`src/include/cof_pkg.sv`:
```
// Constants, types and field decoders of the comm object bank
`default_nettype none
package cof_pkg;
  localparam int DATA_W = 32;
  localparam int ADDR_W = 24;
  localparam int SLOTS = 8;
  localparam int AREAS = 2;
  localparam int SLOT_W = 3;
  // Object indices; address is {index, subindex}
  localparam logic [15:0] IDX_MAP = 16'h1A07;
  localparam logic [15:0] IDX_PDATA = 16'h1F50;
  localparam logic [15:0] IDX_PCTRL = 16'h1F51;
  localparam logic [15:0] IDX_PSTAT = 16'h1F57;
  localparam logic [15:0] IDX_NMT = 16'h1F80;
  localparam logic [15:0] IDX_BAUD = 16'h2005;
  localparam logic [7:0] SUB_COUNT = 8'h00;
  localparam logic [7:0] SUB_FIRST = 8'h01;
  localparam logic [7:0] AREA_COUNT = 8'h02;
  // Reset values
  localparam logic [7:0] RST_MAP_CNT = 8'h00;
  localparam logic [31:0] RST_WORD = 32'h0000_0000;
  localparam logic [7:0] RST_PCTRL = 8'h00;
  localparam logic [7:0] RST_BAUD = 8'h88;
  localparam int NMT_OPER_BIT = 3;
  // Status layout: [31:24] control echo, [15:0] words taken
  localparam int STAT_CTRL_LSB = 24;
  localparam logic [15:0] ONE16 = 16'h0001;
  // Baud codes and rates in kBd
  localparam logic [7:0] BAUD_10 = 8'h81;
  localparam logic [7:0] BAUD_20 = 8'h82;
  localparam logic [7:0] BAUD_50 = 8'h83;
  localparam logic [7:0] BAUD_125 = 8'h84;
  localparam logic [7:0] BAUD_250 = 8'h85;
  localparam logic [7:0] BAUD_500 = 8'h86;
  localparam logic [9:0] KBD_10 = 10'h00A;
  localparam logic [9:0] KBD_20 = 10'h014;
  localparam logic [9:0] KBD_50 = 10'h032;
  localparam logic [9:0] KBD_125 = 10'h07D;
  localparam logic [9:0] KBD_250 = 10'h0FA;
  localparam logic [9:0] KBD_500 = 10'h1F4;
  localparam logic [9:0] KBD_1000 = 10'h3E8;
  typedef enum {NMT_INIT, NMT_PREOP, NMT_OPER} cof_nmt_t;
  typedef enum {MW_IDLE, MW_WALK} cof_walk_t;
  function automatic logic [15:0] map_index(logic [31:0] e);
    map_index = e[31:16];
  endfunction
  function automatic logic [7:0] map_sub(logic [31:0] e);
    map_sub = e[15:8];
  endfunction
  function automatic logic [7:0] map_len(logic [31:0] e);
    map_len = e[7:0];
  endfunction
endpackage
`default_nettype wire

```
`src/include/cof_map_if.sv`:
```
// Carrier between the object bank and the PDO mapping walker
`default_nettype none
interface cof_map_if;
  logic [7:0]  count;
  logic [31:0] entry [cof_pkg::SLOTS];
  logic        trigger;
  logic        busy;
  logic        valid;
  logic        done;
  logic [2:0]  slot;
  logic [15:0] index;
  logic [7:0]  sub;
  logic [7:0]  len;
  modport bank (output count, entry, trigger,
                input busy, valid, done, slot, index, sub, len);
  modport walk (input count, entry, trigger,
                output busy, valid, done, slot, index, sub, len);
endinterface
`default_nettype wire

```
`src/design/cof_objects.sv`:
```
// Communication and programming object bank with TX PDO 8 mapping
//
// Our own choice: the plain strobed port.
`default_nettype none
// How it works
// RULE1 - Mapping record supplies the mapping of transmit PDO eight
// RULE2 - Eight mapping slots at subindices one to eight, each one object
// RULE3 - Each entry is 32 bits, bits 31..16 hold the object index
// RULE4 - Bits 15..8 of an entry hold the object subindex
// RULE5 - Bits 7..0 of an entry hold the object size in bits
// RULE6 - Two read/write programming data slots: firmware area, user area
// RULE7 - One 8-bit control per area, resets to zero, master writable
// RULE8 - One read-only 32-bit status per area, resets to zero
// RULE9 - Entry count of data, control and status reads two, read-only
// RULE10 - After init: selector zero gives pre-operational, bit 3 operational
// RULE11 - Baud code 81h..86h selects 10, 20, 50, 125, 250, 500 kBd
// RULE12 - Code 88h and any unlisted code select 1000 kBd; reset 88h
// RULE13 - Only the first N entries are sent; a count of zero disables
module cof_objects (
  input  wire logic        clk,
  input  wire logic        rst_b,
  input  wire logic [23:0] addr,
  input  wire logic [31:0] wrData,
  input  wire logic        wrEn,
  input  wire logic        rdEn,
  output var  logic [31:0] rdData,
  input  wire logic        txPdoTrigger,
  input  wire logic        nmtReinit,
  output var  logic        nmtOperational,
  output var  logic        nmtPreOperational,
  output var  logic [9:0]  baudKbd,
  output var  logic        progWordValid,
  output var  logic        progWordArea,
  output var  logic [31:0] progWord,
  output var  logic        mapValid,
  output var  logic [2:0]  mapSlot,
  output var  logic [15:0] mapIndex,
  output var  logic [7:0]  mapSub,
  output var  logic [7:0]  mapLen,
  output var  logic        mapDone
);
  // ==========================================================
  // Address decode
  function automatic logic hitObj(logic [23:0] a, logic [15:0] idx);
    hitObj = (a[23:8] == idx);
  endfunction

  function automatic logic hitSub(logic [23:0] a, logic [15:0] idx,
                                  logic [7:0] sub);
    hitSub = (a[23:8] == idx) && (a[7:0] == sub);
  endfunction

  function automatic logic [9:0] baudDecode(logic [7:0] code);
    case (code)
      cof_pkg::BAUD_10:  baudDecode = cof_pkg::KBD_10;
      cof_pkg::BAUD_20:  baudDecode = cof_pkg::KBD_20;
      cof_pkg::BAUD_50:  baudDecode = cof_pkg::KBD_50;
      cof_pkg::BAUD_125: baudDecode = cof_pkg::KBD_125;
      cof_pkg::BAUD_250: baudDecode = cof_pkg::KBD_250;
      cof_pkg::BAUD_500: baudDecode = cof_pkg::KBD_500;
      default:           baudDecode = cof_pkg::KBD_1000;
    endcase
  endfunction

  // ==========================================================
  // Storage
  cof_map_if m ();

  logic [7:0]  mapCount_reg;
  logic [31:0] mapEntry_reg [cof_pkg::SLOTS];
  logic [31:0] progData_reg [cof_pkg::AREAS];
  logic [7:0]  progCtrl_reg [cof_pkg::AREAS];
  logic [31:0] progStat_reg [cof_pkg::AREAS];
  logic [31:0] nmtSel_reg;
  logic [7:0]  baudCode_reg;
  cof_pkg::cof_nmt_t nmtState_reg;
  logic [31:0] rdData_next;

  // ==========================================================
  // Mapping record
  always_ff @(posedge clk) begin
    if (!rst_b) begin
      mapCount_reg <= cof_pkg::RST_MAP_CNT;
    end else if (wrEn &&
                 hitSub(addr, cof_pkg::IDX_MAP, cof_pkg::SUB_COUNT)) begin
      mapCount_reg <= wrData[7:0];
    end
  end

  genvar gi;
  generate
    for (gi = 0; gi < cof_pkg::SLOTS; gi++) begin : gSlot
      // RULE2 one slot per subindex
      always_ff @(posedge clk) begin
        if (!rst_b) begin
          mapEntry_reg[gi] <= cof_pkg::RST_WORD;
        end else if (wrEn && hitSub(addr, cof_pkg::IDX_MAP,
                                    8'(gi + 1))) begin
          mapEntry_reg[gi] <= wrData;
        end
      end
      assign m.entry[gi] = mapEntry_reg[gi];
    end
  endgenerate

  // RULE1 record drives PDO eight
  assign m.count = mapCount_reg;
  assign m.trigger = txPdoTrigger;

  cof_pdo_walker uWalker (
    .clk   (clk),
    .rst_b (rst_b),
    .m     (m)
  );

  // Walker outputs are already flops
  assign mapValid = m.valid;
  assign mapSlot = m.slot;
  assign mapIndex = m.index;
  assign mapSub = m.sub;
  assign mapLen = m.len;
  assign mapDone = m.done;

  // ==========================================================
  // Programming objects, one set per memory area
  generate
    for (gi = 0; gi < cof_pkg::AREAS; gi++) begin : gArea
      logic dataHit;
      assign dataHit = wrEn &&
                       hitSub(addr, cof_pkg::IDX_PDATA, 8'(gi + 1));

      // RULE6 data slot read/write
      always_ff @(posedge clk) begin
        if (!rst_b) begin
          progData_reg[gi] <= cof_pkg::RST_WORD;
        end else if (dataHit) begin
          progData_reg[gi] <= wrData;
        end
      end

      // RULE7 control resets zero
      always_ff @(posedge clk) begin
        if (!rst_b) begin
          progCtrl_reg[gi] <= cof_pkg::RST_PCTRL;
        end else if (wrEn && hitSub(addr, cof_pkg::IDX_PCTRL,
                                    8'(gi + 1))) begin
          progCtrl_reg[gi] <= wrData[7:0];
        end
      end

      // RULE8 status hardware only
      // Counts words taken while programming is enabled; a zero
      // control clears the count so a new session starts clean.
      always_ff @(posedge clk) begin
        if (!rst_b) begin
          progStat_reg[gi] <= cof_pkg::RST_WORD;
        end else begin
          progStat_reg[gi][31:cof_pkg::STAT_CTRL_LSB] <= progCtrl_reg[gi];
          progStat_reg[gi][23:16] <= 8'h00;
          if (progCtrl_reg[gi] == cof_pkg::RST_PCTRL) begin
            progStat_reg[gi][15:0] <= 16'h0000;
          end else if (dataHit) begin
            progStat_reg[gi][15:0] <= progStat_reg[gi][15:0] +
                                      cof_pkg::ONE16;
          end
        end
      end
    end
  endgenerate

  // Hands each accepted word to the area programmer
  always_ff @(posedge clk) begin
    if (!rst_b) begin
      progWordValid <= 1'b0;
      progWordArea <= 1'b0;
      progWord <= cof_pkg::RST_WORD;
    end else begin
      progWordValid <= 1'b0;
      if (wrEn && hitObj(addr, cof_pkg::IDX_PDATA) &&
          (addr[7:0] == 8'h01 || addr[7:0] == 8'h02) &&
          progCtrl_reg[addr[1]] != cof_pkg::RST_PCTRL) begin
        progWordValid <= 1'b1;
        progWordArea <= addr[1];
        progWord <= wrData;
      end
    end
  end

  // ==========================================================
  // Network start-up
  always_ff @(posedge clk) begin
    if (!rst_b) begin
      nmtSel_reg <= cof_pkg::RST_WORD;
    end else if (wrEn &&
                 hitSub(addr, cof_pkg::IDX_NMT, cof_pkg::SUB_COUNT)) begin
      nmtSel_reg <= wrData;
    end
  end

  // RULE10 choose state after init
  // Only bit 3 is looked at; other selector bits are stored but
  // leave the start-up choice at pre-operational.
  always_ff @(posedge clk) begin
    if (!rst_b) begin
      nmtState_reg <= cof_pkg::NMT_INIT;
      nmtOperational <= 1'b0;
      nmtPreOperational <= 1'b0;
    end else begin
      case (nmtState_reg)
        cof_pkg::NMT_INIT: begin
          if (nmtSel_reg[cof_pkg::NMT_OPER_BIT]) begin
            nmtState_reg <= cof_pkg::NMT_OPER;
            nmtOperational <= 1'b1;
            nmtPreOperational <= 1'b0;
          end else begin
            nmtState_reg <= cof_pkg::NMT_PREOP;
            nmtOperational <= 1'b0;
            nmtPreOperational <= 1'b1;
          end
        end
        cof_pkg::NMT_PREOP, cof_pkg::NMT_OPER: begin
          if (nmtReinit) begin
            nmtState_reg <= cof_pkg::NMT_INIT;
            nmtOperational <= 1'b0;
            nmtPreOperational <= 1'b0;
          end
        end
        default: nmtState_reg <= cof_pkg::NMT_INIT;
      endcase
    end
  end

  // ==========================================================
  // Bus baud rate
  always_ff @(posedge clk) begin
    if (!rst_b) begin
      baudCode_reg <= cof_pkg::RST_BAUD;
    end else if (wrEn &&
                 hitSub(addr, cof_pkg::IDX_BAUD, cof_pkg::SUB_COUNT)) begin
      baudCode_reg <= wrData[7:0];
    end
  end

  // RULE11 decode listed codes
  // RULE12 default 1000 kBd
  always_ff @(posedge clk) begin
    if (!rst_b) begin
      baudKbd <= cof_pkg::KBD_1000;
    end else begin
      baudKbd <= baudDecode(baudCode_reg);
    end
  end

  // ==========================================================
  // Read path; unmapped addresses read zero
  always_comb begin
    rdData_next = cof_pkg::RST_WORD;
    case (addr[23:8])
      cof_pkg::IDX_MAP: begin
        if (addr[7:0] == cof_pkg::SUB_COUNT) begin
          rdData_next = {24'h000000, mapCount_reg};
        end else if (addr[7:0] <= 8'(cof_pkg::SLOTS)) begin
          rdData_next = mapEntry_reg[3'(addr[7:0] - 8'h01)];
        end
      end
      // RULE9 area count reads two
      cof_pkg::IDX_PDATA: begin
        if (addr[7:0] == cof_pkg::SUB_COUNT) begin
          rdData_next = {24'h000000, cof_pkg::AREA_COUNT};
        end else if (addr[7:0] == 8'h01 || addr[7:0] == 8'h02) begin
          rdData_next = progData_reg[addr[1]];
        end
      end
      cof_pkg::IDX_PCTRL: begin
        if (addr[7:0] == cof_pkg::SUB_COUNT) begin
          rdData_next = {24'h000000, cof_pkg::AREA_COUNT};
        end else if (addr[7:0] == 8'h01 || addr[7:0] == 8'h02) begin
          rdData_next = {24'h000000, progCtrl_reg[addr[1]]};
        end
      end
      cof_pkg::IDX_PSTAT: begin
        if (addr[7:0] == cof_pkg::SUB_COUNT) begin
          rdData_next = {24'h000000, cof_pkg::AREA_COUNT};
        end else if (addr[7:0] == 8'h01 || addr[7:0] == 8'h02) begin
          rdData_next = progStat_reg[addr[1]];
        end
      end
      cof_pkg::IDX_NMT: begin
        if (addr[7:0] == cof_pkg::SUB_COUNT) begin
          rdData_next = nmtSel_reg;
        end
      end
      cof_pkg::IDX_BAUD: begin
        if (addr[7:0] == cof_pkg::SUB_COUNT) begin
          rdData_next = {24'h000000, baudCode_reg};
        end
      end
      default: rdData_next = cof_pkg::RST_WORD;
    endcase
  end

  // Data stand only in the cycle after the read strobe
  always_ff @(posedge clk) begin
    if (!rst_b) begin
      rdData <= cof_pkg::RST_WORD;
    end else if (rdEn) begin
      rdData <= rdData_next;
    end else begin
      rdData <= cof_pkg::RST_WORD;
    end
  end

  // ==========================================================
  // Checks
  property p_nmt_start;
    @(posedge clk) disable iff (!rst_b)
      (nmtState_reg == cof_pkg::NMT_INIT)
      |=> (nmtOperational == $past(nmtSel_reg[cof_pkg::NMT_OPER_BIT]))
          && (nmtPreOperational != nmtOperational);
  endproperty
  a_nmt_start: assert property (p_nmt_start) // RULE10
    else $error("start-up state does not follow selector");

  property p_baud125;
    @(posedge clk) disable iff (!rst_b)
      (baudCode_reg == cof_pkg::BAUD_125) |=> (baudKbd == cof_pkg::KBD_125);
  endproperty
  a_baud125: assert property (p_baud125) // RULE11
    else $error("code 84h did not give 125 kBd");

  property p_baud_dflt;
    @(posedge clk) disable iff (!rst_b)
      (baudCode_reg < cof_pkg::BAUD_10 || baudCode_reg > cof_pkg::BAUD_500)
      |=> (baudKbd == cof_pkg::KBD_1000);
  endproperty
  a_baud_dflt: assert property (p_baud_dflt) // RULE12
    else $error("unlisted baud code not 1000 kBd");

  property p_cnt_two;
    @(posedge clk) disable iff (!rst_b)
      (rdEn && hitSub(addr, cof_pkg::IDX_PSTAT, cof_pkg::SUB_COUNT))
      |=> (rdData == 32'h0000_0002);
  endproperty
  a_cnt_two: assert property (p_cnt_two) // RULE9
    else $error("status entry count not two");

  property p_stat_ro;
    @(posedge clk) disable iff (!rst_b)
      (wrEn && hitSub(addr, cof_pkg::IDX_PSTAT, 8'h01) &&
       progCtrl_reg[0] == 8'h00)
      |=> ##1 (progStat_reg[0][15:0] == 16'h0000);
  endproperty
  a_stat_ro: assert property (p_stat_ro) // RULE8
    else $error("status took a bus write");

  property p_ctrl_wr;
    @(posedge clk) disable iff (!rst_b)
      (wrEn && hitSub(addr, cof_pkg::IDX_PCTRL, 8'h02))
      |=> (progCtrl_reg[1] == $past(wrData[7:0]));
  endproperty
  a_ctrl_wr: assert property (p_ctrl_wr) // RULE7
    else $error("control write not stored");

  property p_data_rt;
    @(posedge clk) disable iff (!rst_b)
      (wrEn && hitSub(addr, cof_pkg::IDX_PDATA, 8'h01))
      ##1 (rdEn && hitSub(addr, cof_pkg::IDX_PDATA, 8'h01))
      |=> (rdData == $past(wrData, 2));
  endproperty
  a_data_rt: assert property (p_data_rt) // RULE6
    else $error("data slot did not read back");

  property p_entry_rt;
    @(posedge clk) disable iff (!rst_b)
      (wrEn && hitSub(addr, cof_pkg::IDX_MAP, 8'h08))
      ##1 (rdEn && hitSub(addr, cof_pkg::IDX_MAP, 8'h08))
      |=> (rdData == $past(wrData, 2));
  endproperty
  a_entry_rt: assert property (p_entry_rt) // RULE2
    else $error("mapping slot eight did not read back");

  property p_fields;
    @(posedge clk) disable iff (!rst_b)
      mapValid |-> (mapIndex == mapEntry_reg[mapSlot][31:16]) &&
                   (mapSub == mapEntry_reg[mapSlot][15:8]) &&
                   (mapLen == mapEntry_reg[mapSlot][7:0]);
  endproperty
  a_fields: assert property (p_fields) // RULE3
    else $error("mapped fields differ from entry");

  property p_limit;
    @(posedge clk) disable iff (!rst_b)
      mapValid |-> (9'(mapSlot) < 9'(mapCount_reg));
  endproperty
  a_limit: assert property (p_limit) // RULE13
    else $error("slot beyond entry count emitted");
endmodule
`default_nettype wire

```
`src/design/cof_pdo_walker.sv`:
```
// Walks the active mapping entries of the eighth transmit PDO
`default_nettype none
module cof_pdo_walker (
  input  wire logic clk,
  input  wire logic rst_b,
  cof_map_if.walk   m
);
  cof_pkg::cof_walk_t st_reg;
  logic [2:0]         cur_reg;
  logic [2:0]         last;
  // Counts above the slot total are clamped to eight
  assign last = (m.count > 8'(cof_pkg::SLOTS)) ? 3'(cof_pkg::SLOTS - 1)
                                              : 3'(m.count - 8'h01);
  assign m.busy = (st_reg == cof_pkg::MW_WALK);

  // RULE13 count bounds walk
  always_ff @(posedge clk) begin
    if (!rst_b) begin
      st_reg <= cof_pkg::MW_IDLE;
      cur_reg <= '0;
      m.valid <= 1'b0;
      m.done <= 1'b0;
      m.slot <= '0;
      m.index <= '0;
      m.sub <= '0;
      m.len <= '0;
    end else begin
      m.valid <= 1'b0;
      m.done <= 1'b0;
      case (st_reg)
        cof_pkg::MW_IDLE: begin
          if (m.trigger && m.count != cof_pkg::RST_MAP_CNT) begin
            st_reg <= cof_pkg::MW_WALK;
            cur_reg <= '0;
          end
        end
        cof_pkg::MW_WALK: begin
          // RULE3 index field
          m.index <= cof_pkg::map_index(m.entry[cur_reg]);
          // RULE4 subindex field
          m.sub <= cof_pkg::map_sub(m.entry[cur_reg]);
          // RULE5 length field
          m.len <= cof_pkg::map_len(m.entry[cur_reg]);
          m.valid <= 1'b1;
          m.slot <= cur_reg;
          if (cur_reg == last) begin
            m.done <= 1'b1;
            st_reg <= cof_pkg::MW_IDLE;
          end else begin
            cur_reg <= cur_reg + 3'h1;
          end
        end
        default: st_reg <= cof_pkg::MW_IDLE;
      endcase
    end
  end

  property p_zero_off;
    @(posedge clk) disable iff (!rst_b)
      (st_reg == cof_pkg::MW_IDLE && m.trigger && m.count == 8'h00)
      |=> !m.busy ##1 !m.valid;
  endproperty
  a_zero_off: assert property (p_zero_off) // RULE13
    else $error("walk started with zero entry count");

  property p_three;
    @(posedge clk) disable iff (!rst_b)
      (st_reg == cof_pkg::MW_IDLE && m.trigger && m.count == 8'h03)
      |-> ##2 m.valid [*3] ##0 m.done;
  endproperty
  a_three: assert property (p_three) // RULE13
    else $error("three-entry walk did not emit three slots");
endmodule
`default_nettype wire

```
`config.mk`:
```
export PLATFORM = sky130hd
export DESIGN_NAME = cof_objects
export DESIGN_NICKNAME = d
export VERILOG_FILES = /design/src/include/cof_pkg.sv /design/src/include/cof_map_if.sv /design/src/design/cof_objects.sv /design/src/design/cof_pdo_walker.sv
export SDC_FILE = /design/constraint.sdc
export NUM_CORES = 1
export LEC_CHECK = 0
export BUFFER_PORTS_ARGS = -buffer_cell sky130_fd_sc_hd__buf_2
export CAP_MARGIN = 10
export CORE_ASPECT_RATIO = 0.75
export CORE_UTILIZATION = 55
export DETAILED_ROUTE_END_ITERATION = 6
export PLACE_DENSITY = 0.76
export SLEW_MARGIN = 20
export SYNTH_ARGS = -nofsm -noshare
export SYNTH_HDL_FRONTEND = slang
export SYNTH_SLANG_ARGS = --single-unit
export TNS_END_PERCENT = 5
```
`constraint.sdc`:
```
create_clock -name clk -period 5.92 [get_ports clk]
set_clock_uncertainty 0.15 [all_clocks]
set_input_delay 1.184 -clock clk [delete_from_list [all_inputs] [get_ports clk]]
set_output_delay 1.184 -clock clk [all_outputs]
set_load 0.005 [all_outputs]
```
## After elaboration in Yosys (flattened, before gate mapping)

Memory sizes are Yosys's and may differ from the RTL's.
Index checks and enable logic that the tools add are counted.

- Register bits after elaboration: 230
- Latch bits: 0
- Memory bits (writable): 384
- ROM bits: 0
- Input port bits: 62
- Output and inout port bits: 115
- Word-level logic and storage cells: 229
- Memories: 4

- Add/sub/neg operators: 5
- $mul: 0
- Divide/modulo/power cells: 0
- Order comparisons: 3
- Equal/unequal tests: 28
- Shift-type cells: 0
- Muxes and demuxes: 101
- Bitwise gates (word level): 19
- Reduce and logical (&&, ||, !) cells: 50

Memory list:

| memory | words | bits a word | rd ports | clocked after Yosys merged registers in | write ports | RTL line | source |
|---|---|---|---|---|---|---|---|
| mapEntry_reg | 8 | 32 | 9 | 0 | 8 | cof_objects.sv:70 | `logic [31:0] mapEntry_reg [cof_pkg::SLOTS];` |
| progData_reg | 2 | 32 | 1 | 0 | 2 | cof_objects.sv:71 | `logic [31:0] progData_reg [cof_pkg::AREAS];` |
| progStat_reg | 2 | 24 | 3 | 0 | 2 | cof_objects.sv:73 | `logic [31:0] progStat_reg [cof_pkg::AREAS];` |
| progCtrl_reg | 2 | 8 | 3 | 0 | 2 | cof_objects.sv:72 | `logic [7:0] progCtrl_reg [cof_pkg::AREAS];` |

Operators by type and width:

| cell | count |
|---|---|
| 32-bit 2-to-1 mux | 22 |
| 32-bit one-hot mux with 6 select lines | 1 |
| 32-bit one-hot mux with 2 select lines | 2 |
| 32-bit binary-select mux with 3-bit select | 1 |
| 16-bit by 13-bit == test with 1-bit output (second input constant) | 5 |
| 32-bit by 1-bit == test with 1-bit output (second input constant) | 2 |
| 32-bit zero test | 2 |
| 16-bit 2-to-1 mux | 4 |
| 10-bit one-hot mux with 6 select lines | 1 |
| 1-bit 2-to-1 mux | 56 |
| 8-bit 2-to-1 mux | 7 |
| 8-bit == test (second input constant) | 6 |
| 1-bit logical AND | 34 |
| 16-bit by 1-bit adder with 16-bit output (second input constant) | 2 |
| 32-bit by 2-bit == test with 1-bit output (second input constant) | 1 |
| 8-bit by 3-bit == test with 1-bit output (second input constant) | 4 |
| 8-bit zero test | 3 |
| 1-bit OR | 18 |
| 16-bit by 14-bit == test with 1-bit output (second input constant) | 1 |
| 8-bit by 2-bit == test with 1-bit output (second input constant) | 2 |
| 8-bit nonzero test | 2 |
| 3-bit 2-to-1 mux | 3 |
| 8-bit by 1-bit == test with 1-bit output (second input constant) | 1 |
| 8-bit by 4-bit == test with 1-bit output (second input constant) | 1 |
| other kinds (17) | 25 |

## Logic depth before layout (Yosys ltp)

- Word-level depth: 8
- Gate-level depth with buffers: 14
- Mapped depth without buffers: 8

## By module

Synthesis repeated with hierarchy kept, for this count alone.

- Cell total of the unflattened synthesis: 2144
- Area total of the unflattened synthesis: 26834.5 um2

By module, submodules not included:

| module | instances | cells an instance | area each (um2) | sequential area each (um2) |
|---|---|---|---|---|
| cof_objects | 1 | 1861 | 23259.8 | 13933.4 |
| cof_pdo_walker | 1 | 283 | 3574.7 | 820.8 |

## Worst setup path after synthesis

Ideal clock, no wire load.

- Path kind: input -> register
- Start: input addr[0]
- End: memory progStat_reg[1][0] (netlist bit), enable pin
- Setup time: 375 ps
- Arrival time: 5423 ps
- Data required time: 5395 ps
- Setup slack: -28 ps
- Stages: 8
- Buffers on the path: 2
- Path through: buf_2 buf_1 inv_1 ha_1 nor2b_1 nand3_1 o21ai_0 nand2b_1

RTL lines:

| element | RTL line | source |
|---|---|---|
| start: declaration | cof_objects.sv:22 | `input wire logic [23:0] addr,` |
| end: declaration | cof_objects.sv:73 |  |

==> flow_summary.json <==
{
  "numCtsBuffers": 53,
  "fillers": 3572,
  "cts_tree": "yes",
  "fp.dieH_um": 192,
  "p_per_area_nw_per_um2": 283,
  "async_flop_share": 0,
  "yosysUniqueCellTypes": 75,
  "finalPower_uw": 8380,
  "io_pins": 177,
  "cts_setup_buffers": 0,
  "start_kind": "input pin",
  "wl_um": 74800,
  "cp_cell_sequence": "buf_2 -> or4_1 -> nor3_1 -> and2_1 -> nand3_1 -> nor2_2 -> buf_4 -> and2_1",
  "hpwl_um": 48000,
  "drt-initial-drc-count": 2590,
  "seq_area_frac_synth": 0.560,
  "antenna_left": 0,
  "clk_path_buf_depth": 3,
  "root_buffer": "clkbuf_16",
  "period_share": 0.723,
  "die_x_um": 255,
  "crit_fanout": 17,
  "cp_top_family": "simple AND/OR/NAND/NOR gates",
  "holdBufCountCts": 0,
  "synth_area_per_cell_um2": 12.4,
  "synth_area_um2": 26300,
  "mostFrequentLayoutCell": "edfxtp_1",
  "numPortBuffers": 176,
  "syn_to_final_growth_pct": 12.4,
  "hold_ws_ps": 298,
  "slew_viol_final": 0,
  "grt_max_degree": 70,
  "remaining_drc_errors": 0,
  "power_leakage_uw": 0.0107,
  "ctsResizeCount": 0,
  "floorplan.initialDensity": 0.557,
  "netlist.top_cell.by_area": "edfxtp_1",
  "post-route-min-period_ps": 4280,
  "path_class": "input pin to register",
  "cap_violations": 0,
  "num_vias": 18500,
  "relSlewSlack": 0.256,
  "ys_warn_count": 0,
  "rsz0062_at_grt": "no",
  "drive_gt1_frac": 0.225,
  "fmax_mhz": 234,
  "antenna_found_initial": 2,
  "core_um2": 47300,
  "final_area_um2": 29600,
  "final_cell_mix": "368 x edfxtp_1, 327 x and2_1, 181 x dfxtp_1",
  "ir_drop_v": 0.000205,
  "fin_setup_tns_ps": 0,
  "cp_common_cell": "and2_1",
  "tightest_slew_ps": 1110,
  "place_congestion": 0.916,
  "via_per_inst": 6.35,
  "num_rows": 69,
  "dpl_cell_area_um2": 27800,
  "hold_viol_final": 0,
  "gr-total-overflow": 0,
  "grtUsageTotal": 0.308,
  "netlist.area_leader.share": 0.419,
  "required_ps": 6240,
  "syn-num-nets": 2204,
  "die_area_um2": 48800,
  "ys.flop_type": "edfxtp_1",
  "diodes": 0,
  "cts_sinks": 553,
  "nets": 2305,
  "hold_class": "register to register",
  "finalSetupViolCount": 0,
  "cp_slowest_cell": "nor2_2",
  "grt_pass1_wl_um": 110000,
  "synth_area_leaders": "edfxtp_1 42%, dfxtp_1 14%, mux4_2 11%, and2_1 7.8%, mux2i_1 5.9%",
  "insertion_delay_ps": 620,
  "ys_seq_elements": 553,
  "cts_max_level": 2,
  "cp.buffers_inverters": 2,
  "status": "finished clean",
  "clk_pin_slew_ps": 60,
  "first_pass_iters": 5,
  "wl_per_cell_um": 25.7,
  "syn_inst": 2132,
  "grt_pass1_vias": 17600,
  "synth_edf_count": 368,
  "largest_reg_flops": 256,
  "worstPathArrival_ps": 4590,
  "critPathMaxStageDelay_ps": 850,
  "endpoint_kind": "register"
}
[final cells by class]
type | instances | area [um2] | area share
well taps | 639 | 800 | 0.0270
multi-input cells | 1390 | 10900 | 0.368
inverters | 11 | 43.8 | 0.00148
flip-flops and latches | 553 | 14800 | 0.499
clock inverters | 26 | 183 | 0.00617
clock buffers | 74 | 1610 | 0.0543
repair buffers | 224 | 1310 | 0.0442
[worst register-to-register path, cell delays in order (launching register included)]
cell and delay (ps):
edfxtp_1 440, mux2i_1 350, nand4_1 150, o21ai_0 330, or2_1 530, buf_4 430, nand2_1 120, a21oi_1 140
[metal layers]
metal	global-route usage	up-vias	routed length, um	part of all wire
met5	0	-	13	0.00017
met4	0.104	2	2430	0.032
met3	0.0812	166	8950	0.12
met2	0.454	1166	33000	0.44
met1	0.443	9222	30400	0.41
li1	-	7976	-	-
[kinds of logic (layout without fill, tap and decap cells)]
family                   Yosys count  count (layout)  synth area share
AND/OR/NAND/NOR                  833             833             0.172
flip-flops                       553             553             0.560
multiplexers                     281             281             0.167
AO/OA/AOI/OAI                    237             237            0.0562
buffers and inverters            189             335            0.0302
XOR/XNOR                          29              29           0.00993
adder cells (fa/ha/maj)           10              10           0.00475
[worst paths after layout]
check | from | to | slack, ps | depth (start not counted)
worst max-delay path | addr[13] | mapEntry_reg[7][2] | 1640 | 8
worst max register to register | progCtrl_reg[1][1] | progWord[21] | 3200 | 7
worst min-delay path | progWord[28] | progWord[28] | 300 | 2
worst min register to register | progWord[28] | progWord[28] | 300 | 2
[stage by stage]
stage               std cells  utilization  setup slack (ps)
floorplan                2132            -             -24.3
global placement         2816        0.588              1130
detailed placement       2816        0.588              1220
CTS                      2916        0.625              1840
global route             2917        0.626              1570
finish                   2917        0.626              1640
[where the power goes]
part	internal (uW)	switching, uW	leakage (uW)
registers	4240	75.9	0.00502
clock network	1990	1510	0.000895
logic	215	353	0.00477
[synthesized netlist by cell type (2+ instances only)]
library cell  number
edfxtp_1         368
and2_1           327
dfxtp_1          185
nand2_1          172
mux2i_1          154
nor2_1           129
mux4_2           126
clkbuf_1         115
a21oi_1           86
and3_1            49
buf_2             38
o21ai_0           37
a211oi_1          34
o22ai_1           33
nand3_1           32
nor3_1            27
a21oi_2           22
buf_1             20
nand2_2           20
xor2_1            17
xnor2_1           11
ha_1              10
inv_1             10
nand4_1            9
nand2b_1           8
nor4_1             8
or3_1              7
nor2b_1            6
buf_6              5
nor4b_1            5
a31oi_1            4
a221oi_1           3
and4_1             3
nand3b_1           3
or4_1              3
a32o_1             2
and2b_1            2
and4b_1            2
nor2_2             2
nor3_2             2
nor4_4             2
Power figures use the tool's default switching activity.
